### src/hw/rrp_pkg.sv
package rrp_pkg;
    // Remote word register indices
    localparam logic [2:0] RRP_REG_POS_LOW = 3'h4;
    localparam logic [2:0] RRP_REG_POS_HIGH = 3'h5;
    localparam logic [2:0] RRP_REG_SPEED = 3'h6;
    // Word and target widths
    localparam int RRP_WORD_W = 16;
    localparam int RRP_POS_W = 32;
    // Station count needed for register mode
    localparam logic [1:0] RRP_STATIONS_REQ = 2'h2;
    // Lowest digit codes of the parameters
    localparam logic [3:0] RRP_CMD_ABS = 4'h0;
    localparam logic [3:0] RRP_CMD_INC = 4'h1;
    localparam logic [3:0] RRP_SRC_REGISTER = 4'h2;
    // Point table entry that supplies accel/decel constants
    localparam logic [7:0] RRP_ACCEL_ENTRY = 8'h01;
    // Position target limits
    localparam logic signed [31:0] RRP_POS_MAX = 32'sd999999;
    localparam logic signed [31:0] RRP_POS_MIN = -32'sd999999;
    // Reset values
    localparam logic [15:0] RRP_WORD_RST = 16'h0000;
    localparam logic [31:0] RRP_POS_RST = 32'h0000_0000;
    localparam logic [2:0] RRP_ADDR_RST = 3'h0;
    // Lowest parameter digit sits in bits 3:0
    localparam int RRP_DIGIT_MSB = 3;

    // Legal target for the given command system
    function automatic logic rrp_pos_ok(input logic [31:0] pos,
                                        input logic inc_system);
        logic signed [31:0] p;
        p = $signed(pos);
        if (inc_system) begin
            rrp_pos_ok = (p >= 32'sd0) && (p <= RRP_POS_MAX);
        end else begin
            rrp_pos_ok = (p >= RRP_POS_MIN) && (p <= RRP_POS_MAX);
        end
    endfunction : rrp_pos_ok
endpackage : rrp_pkg

### src/hw/rrp_link_if.sv
`timescale 1ns/10ps
`default_nettype none
// Remote bits and words between master and drive
interface rrp_link_if;
    logic auto_manual_select; // High selects automatic mode
    logic register_command_select; // High selects register commands
    logic abs_inc_select; // High treats target as incremental
    logic forward_start; // Rising edge starts a motion
    logic word_wr; // One-cycle word write strobe
    logic [2:0] word_addr; // Remote word index
    logic [15:0] word_data; // Word written
    modport master (output auto_manual_select, register_command_select,
        abs_inc_select, forward_start, word_wr, word_addr, word_data);
    modport drive (input auto_manual_select, register_command_select,
        abs_inc_select, forward_start, word_wr, word_addr, word_data);
endinterface : rrp_link_if
`default_nettype wire

### src/hw/rrp_drive.sv
`timescale 1ns/10ps
`default_nettype none
module rrp_drive
    import rrp_pkg::*;
(
    input wire logic clock,
    input wire logic rst,
    rrp_link_if.drive link,
    input wire logic [1:0] stations_occupied,
    input wire logic [15:0] command_system_param,
    input wire logic [15:0] position_source_param,
    input wire logic [31:0] table_pos,
    input wire logic [15:0] table_speed,
    output logic start_pulse,
    output logic [31:0] active_pos,
    output logic [15:0] active_speed,
    output logic active_incremental,
    output logic active_from_register,
    output logic [7:0] accel_entry
);
    // The words are a mailbox the master may rewrite at any time; a
    // motion only ever sees the copy taken at its own start edge, so
    // a half-written target between two starts is harmless. Words are
    // not range checked here: the master keeps them inside the limits.

    // Stored command words, one per remote word index
    logic [15:0] pos_low_q; // Stored low word
    logic [15:0] pos_high_q; // Stored high word
    logic [15:0] speed_q; // Stored speed word
    // Start detection
    logic start_prev_q; // Start level last cycle
    logic start_edge; // Start rising edge
    // Decoded configuration, all combinational
    logic inc_system; // Incremental command system chosen
    logic src_register; // Position source set to remote words
    logic two_stations; // Footprint wide enough for remote words
    logic modes_on; // Master asks for automatic register mode
    logic reg_mode; // Register positioning active
    // What the next start edge will latch
    logic [31:0] next_pos; // Target for the next motion
    logic [15:0] next_speed; // Speed for the next motion
    logic next_incremental; // Distance rather than target

    // Lowest digit of a parameter; the upper digits set other things
    function automatic logic [3:0] low_digit(input logic [15:0] value);
        low_digit = value[RRP_DIGIT_MSB:0];
    endfunction : low_digit

    // Write strobe aimed at one word index
    function automatic logic word_hit(input logic wr,
                                      input logic [2:0] addr,
                                      input logic [2:0] idx);
        word_hit = wr && (addr == idx);
    endfunction : word_hit

    // Digit 0 picks the absolute system, digit 1 the incremental
    // Other digits are not defined; they fall back to absolute
    assign inc_system = (low_digit(command_system_param) == RRP_CMD_INC);
    // Digit 2 hands position and speed to the remote words
    assign src_register =
        (low_digit(position_source_param) == RRP_SRC_REGISTER);
    // Only the two-station footprint carries the extra words
    assign two_stations = (stations_occupied == RRP_STATIONS_REQ);
    // Automatic mode and register select both on
    assign modes_on = link.auto_manual_select
        && link.register_command_select;
    // Any one missing falls back to table positioning
    assign reg_mode = two_stations && src_register && modes_on;
    // High now and low last cycle
    assign start_edge = link.forward_start && !start_prev_q;

    // Choose where the next motion takes its target and speed
    always_comb begin
        if (reg_mode) begin
            // Target is the high word over the low word
            next_pos = {pos_high_q, pos_low_q};
            // Speed straight from its own word
            next_speed = speed_q;
        end else begin
            // Stored point table entry instead
            next_pos = table_pos;
            next_speed = table_speed;
        end
    end

    // Incremental system always moves by distance in the
    // absolute system the select bit decides
    assign next_incremental = inc_system || link.abs_inc_select;

    // Low half of the target; the master runs on this clock, so the
    // words need no synchroniser. Unmapped indices hit no store.
    always_ff @(posedge clock or posedge rst) begin
        if (rst) begin
            // Nothing written yet
            pos_low_q <= RRP_WORD_RST;
        end else if (word_hit(link.word_wr, link.word_addr,
                              RRP_REG_POS_LOW)) begin
            // Overwrites freely; a running motion keeps its own copy
            pos_low_q <= link.word_data;
        end
    end

    // High half of the target
    always_ff @(posedge clock or posedge rst) begin
        if (rst) begin
            // Nothing written yet
            pos_high_q <= RRP_WORD_RST;
        end else if (word_hit(link.word_wr, link.word_addr,
                              RRP_REG_POS_HIGH)) begin
            // Sign of the target lives in this word
            pos_high_q <= link.word_data;
        end
    end

    // Speed word
    always_ff @(posedge clock or posedge rst) begin
        if (rst) begin
            // Nothing written yet
            speed_q <= RRP_WORD_RST;
        end else if (word_hit(link.word_wr, link.word_addr,
                              RRP_REG_SPEED)) begin
            // Stored as the speed of the next motion
            speed_q <= link.word_data;
        end
    end

    // Start edge detector; the previous level resets to the idle low
    // level of start, so leaving reset makes no false edge
    always_ff @(posedge clock or posedge rst) begin
        if (rst) begin
            // Start idles low
            start_prev_q <= 1'b0;
            start_pulse <= 1'b0;
        end else begin
            // Follow the start level
            start_prev_q <= link.forward_start;
            // Announce the latch one cycle after the edge
            start_pulse <= start_edge;
        end
    end

    // Source flag for the motion now running
    always_ff @(posedge clock or posedge rst) begin
        if (rst) begin
            // No motion yet
            active_from_register <= 1'b0;
        end else if (start_edge) begin
            // Mode as seen at the start edge, not later
            active_from_register <= reg_mode;
        end
    end

    // Target held for the whole motion; later writes wait for the
    // next start edge
    always_ff @(posedge clock or posedge rst) begin
        if (rst) begin
            // No motion yet
            active_pos <= RRP_POS_RST;
        end else if (start_edge) begin
            // Copy taken once per start
            active_pos <= next_pos;
        end
    end

    // Speed held the same way
    always_ff @(posedge clock or posedge rst) begin
        if (rst) begin
            // No motion yet
            active_speed <= RRP_WORD_RST;
        end else if (start_edge) begin
            // Copy taken once per start
            active_speed <= next_speed;
        end
    end

    // Absolute or incremental fixed at the start edge; a select
    // change mid-motion only counts for the next one
    always_ff @(posedge clock or posedge rst) begin
        if (rst) begin
            // No motion yet
            active_incremental <= 1'b0;
        end else if (start_edge) begin
            // Select bit as it stands at this edge
            active_incremental <= next_incremental;
        end
    end

    // Accel/decel constants always come from table entry 1 here, so
    // that entry must be filled before register moves run
    assign accel_entry = RRP_ACCEL_ENTRY;
endmodule : rrp_drive
`default_nettype wire

### src/flat_wrapper.sv
// flat-port wrapper written by rule: the top's interface ports become plain ports
module rrp_drive_flat import rrp_pkg::*;
  (clock, rst, stations_occupied, command_system_param, position_source_param, table_pos, table_speed, start_pulse, active_pos, active_speed, active_incremental, active_from_register, accel_entry, link_auto_manual_select, link_register_command_select, link_abs_inc_select, link_forward_start, link_word_wr, link_word_addr, link_word_data);
  rrp_link_if link_i ();
  input wire logic clock;
  input wire logic rst;
  input wire logic [1:0] stations_occupied;
  input wire logic [15:0] command_system_param;
  input wire logic [15:0] position_source_param;
  input wire logic [31:0] table_pos;
  input wire logic [15:0] table_speed;
  output logic start_pulse;
  output logic [31:0] active_pos;
  output logic [15:0] active_speed;
  output logic active_incremental;
  output logic active_from_register;
  output logic [7:0] accel_entry;
  input wire logic [$bits(link_i.auto_manual_select)-1:0] link_auto_manual_select;
  input wire logic [$bits(link_i.register_command_select)-1:0] link_register_command_select;
  input wire logic [$bits(link_i.abs_inc_select)-1:0] link_abs_inc_select;
  input wire logic [$bits(link_i.forward_start)-1:0] link_forward_start;
  input wire logic [$bits(link_i.word_wr)-1:0] link_word_wr;
  input wire logic [$bits(link_i.word_addr)-1:0] link_word_addr;
  input wire logic [$bits(link_i.word_data)-1:0] link_word_data;
  assign link_i.auto_manual_select = link_auto_manual_select;
  assign link_i.register_command_select = link_register_command_select;
  assign link_i.abs_inc_select = link_abs_inc_select;
  assign link_i.forward_start = link_forward_start;
  assign link_i.word_wr = link_word_wr;
  assign link_i.word_addr = link_word_addr;
  assign link_i.word_data = link_word_data;
  rrp_drive u_core (.clock(clock), .rst(rst), .link(link_i), .stations_occupied(stations_occupied), .command_system_param(command_system_param), .position_source_param(position_source_param), .table_pos(table_pos), .table_speed(table_speed), .start_pulse(start_pulse), .active_pos(active_pos), .active_speed(active_speed), .active_incremental(active_incremental), .active_from_register(active_from_register), .accel_entry(accel_entry));
endmodule
### config.mk
export PLATFORM = sky130hd
export DESIGN_NAME = rrp_drive_flat
export DESIGN_NICKNAME = d
export VERILOG_FILES = /design/src/hw/rrp_pkg.sv /design/src/hw/rrp_link_if.sv /design/src/hw/rrp_drive.sv /design/src/flat_wrapper.sv
export SDC_FILE = /design/constraint.sdc
export NUM_CORES = 1
export LEC_CHECK = 0
export ABC_AREA = 1
export BUFFER_PORTS_ARGS = -buffer_cell sky130_fd_sc_hd__buf_2
export CAP_MARGIN = 15
export CORE_ASPECT_RATIO = 0.9
export CORE_UTILIZATION = 45
export DETAILED_ROUTE_END_ITERATION = 10
export PLACE_DENSITY = 0.76
export SETUP_SLACK_MARGIN = 0.4
export SKIP_LAST_GASP = 1
export SLEW_MARGIN = 30
export SYNTH_ARGS = -nofsm -noshare
export SYNTH_HDL_FRONTEND = slang
export SYNTH_SLANG_ARGS = --single-unit
### constraint.sdc
create_clock -name clock -period 3.1 [get_ports clock]
set_input_delay 0.62 -clock clock [delete_from_list [all_inputs] [get_ports clock]]
set_output_delay 0.62 -clock clock [all_outputs]
set_load 0.005 [all_outputs]
==> reports/metrics.yaml <==
clkSinkCount: 100
p_leak_nw: 3.39
drive_gt1_share_pct: 22.2
synth-edff-count: 0
ys.flop_type: "dfrtp_1"
cap_violations: 0
cts_hold_buf: 0
ff_latch_area_sq_mm: 0.00250
antenna_found_initial: 0
ir_drop_uv: 265
timing.rr.start: "u_core.start_prev_q"
endpoint_kind: "flop"
placed_area_sq_mm: 0.00542
clkLatencyLatePin_ns: 0.34
die_y_um: 99.2
relSlewSlack_pct: 40.0
syn2layout_area_growth_pct: 21.7
fp.dieW_um: 110
syn_avg_cell_area_sq_um: 7.62
critPathArrivalTime_ns: 1.87
ios: 167
grt_first_pass_wirelength_um: 18700
crit_path_frequent_cell: "nand2_1"
numPortBuffers: 134
diodes: 0
ys_types: 18
track_usage_pct: 21.9
synth_cells: 620
final_area_sq_mm: 0.00575
netlist_area_sq_mm: 0.00473
via_per_inst: 4.82
rsz0062_at_grt: "false"
core-area_sq_mm: 0.0102
max_freq_ghz: 0.613
num_rows: 35
cts_made_buffers: 9
clock_skew_ns: 0.00565
powerDensity_mw_per_mm2: 563
cts_max_level: 3
crit_buf_inv: 2
slowest_delay_ns: 0.63
grt_overflow: 0
worst-path-max-fanout: 49
cts-resized-gates: 0
die_area_sq_mm: 0.0109
final_cell_mix: "200 x nand2_1, 134 x buf_2, 118 x inv_1"
worst_slew_pin_slew_ns: 0.896
fin_nets: 843
reg2reg_depth: 3
reg2reg_setup_slack_ns: 1.67
fillerInstances: 982
crit_chain: "buf_2 -> inv_1 -> nand2_1 -> nor2_4 -> nand2_2 -> nand2_1 -> nand3_1 -> nand2_1"
post_cts_buffers: 0
mostFrequentLayoutCell: "nand2_1"
setup_violations: 0
wirelength_um: 11300
fin_crit_ns: 1.63
ant_nets: 0
setup_tns_ns: 0
initial_core_util_pct: 46.1
cp_slowest_cell: "nand2_2"
synth-async-reset-ratio_pct: 100
multi_input_area_sq_mm: 0.00158
regToRegEndpoint: "u_core.active_incremental"
outcome: "complete, no violations"
cts_buffer_depth: 2
tritoncts: "built"
drc: 0
hp-class: "input pin to async pin"
grt_max_degree: 60
ys.warnings.count: 0
hold_viol_final: 0
synth_seq_area_share_pct: 52.9
startpoint_type: "input pin"
vias: 4190
crit_required_ns: 3.33
finalCritPeriodShare_pct: 52.6
final-max-slew-violation-count: 0
clk_root_buffer_cell: "clkbuf_16"
hpwlAfterDp_um: 7700
drtIter0Drc: 193
gp_congestion: 0.759
dr.pass1.iters: 4
routedWlPerCell_um: 13.0
grt_pass1_vias: 4127
crit_family: "simple AND/OR/NAND/NOR gates"
path_class: "input pin to flop"
ys_seq_elements: 100
worst_setup_hold_path_clk_slew_ns: 0.07
## cell families after synthesis
| group | synth area share, % |
|---|---|
| simple gates | 26.9 |
| other cells | 0.159 |
| buf+inv | 14.5 |
| compound gates | 5.43 |
| flops | 52.9 |
## stage by stage
stage               cells  util, %  worst slack [ns]  hold WS (ns)  power [mW]
floorplan             626        -              1.29         0.453        1.91
global placement      852     52.9              1.20         0.457        2.11
detailed placement    852     52.9              1.11         0.461        2.13
CTS                   868     55.8              1.46         0.403        3.26
global route          869     56.1              1.23         0.397        3.42
finish                869     56.1              1.47         0.361        3.24
## power breakdown
group	leakage (nW)	internal, mW	switching, mW
Clock	0.144	0.646	0.490
Sequential	1.25	1.50	0.110
Combinational	1.99	0.215	0.275
Total	3.39	2.37	0.875
## sequential cells by signal, indices dropped and copies added (netlist names)
register,cells
u_core.active_from_register,1
u_core.start_pulse,1
u_core.pos_low_q,16
u_core.active_speed,16
u_core.active_pos,32
u_core.pos_high_q,16
u_core.start_prev_q,1
u_core.speed_q,16
u_core.active_incremental,1
## cell type report
type,instances,area share [%]
Clock buffer,10,4.16
Clock inverter,6,1.11
Inverter,121,7.96
Multi-Input combinational cell,363,27.4
Sequential cell,100,43.5
Tap cell,129,2.81
Timing Repair Buffer,140,13.0
## worst reg2reg max path, delay by kind of cell (launching register included)
kind                   cells  cell delay (ns)
AO/OA/AOI/OAI              1             0.22
AND/OR/NAND/NOR            1             0.05
flip-flops                 1             0.37
buffers and inverters      1             0.63
## metal layers
layer | GRT usage (%) | wire length (um) | share of wire (%)
met1 | 28.4 | 5100 | 45
met2 | 37.4 | 5450 | 48
met3 | 3.01 | 614 | 5.4
met4 | 8.00 | 110 | 0.98
met5 | 0 | 0 | 0
## how the worst max path moves through the flow
stage                     cells after the start                      from                           to
after floorplan                               1                       rst  u_core.active_from_register
final                                         8      stations_occupied[0]       u_core.active_speed[7]
after detailed placement                      8      stations_occupied[0]        u_core.active_pos[27]
after CTS                                     8      stations_occupied[0]         u_core.active_pos[0]
after global placement                        8  position_source_param[2]         u_core.active_pos[9]
after global routing                          5              link_word_wr            u_core.speed_q[3]
## synthesized netlist by cell type, types with 2 or more instances
cell      instances  share of area, %
buf_6             2              0.48
conb_1            2              0.16
nand2_1         201                16
nor2_1            2              0.16
buf_2             6              0.64
inv_2             2              0.16
nor2_2            3              0.40
buf_4            14               2.2
o21ai_0          49               5.2
clkbuf_1         19               1.5
nand3_1          96                10
dfrtp_1         100                53
inv_1           119               9.4
Power figures use the tool's default switching activity.
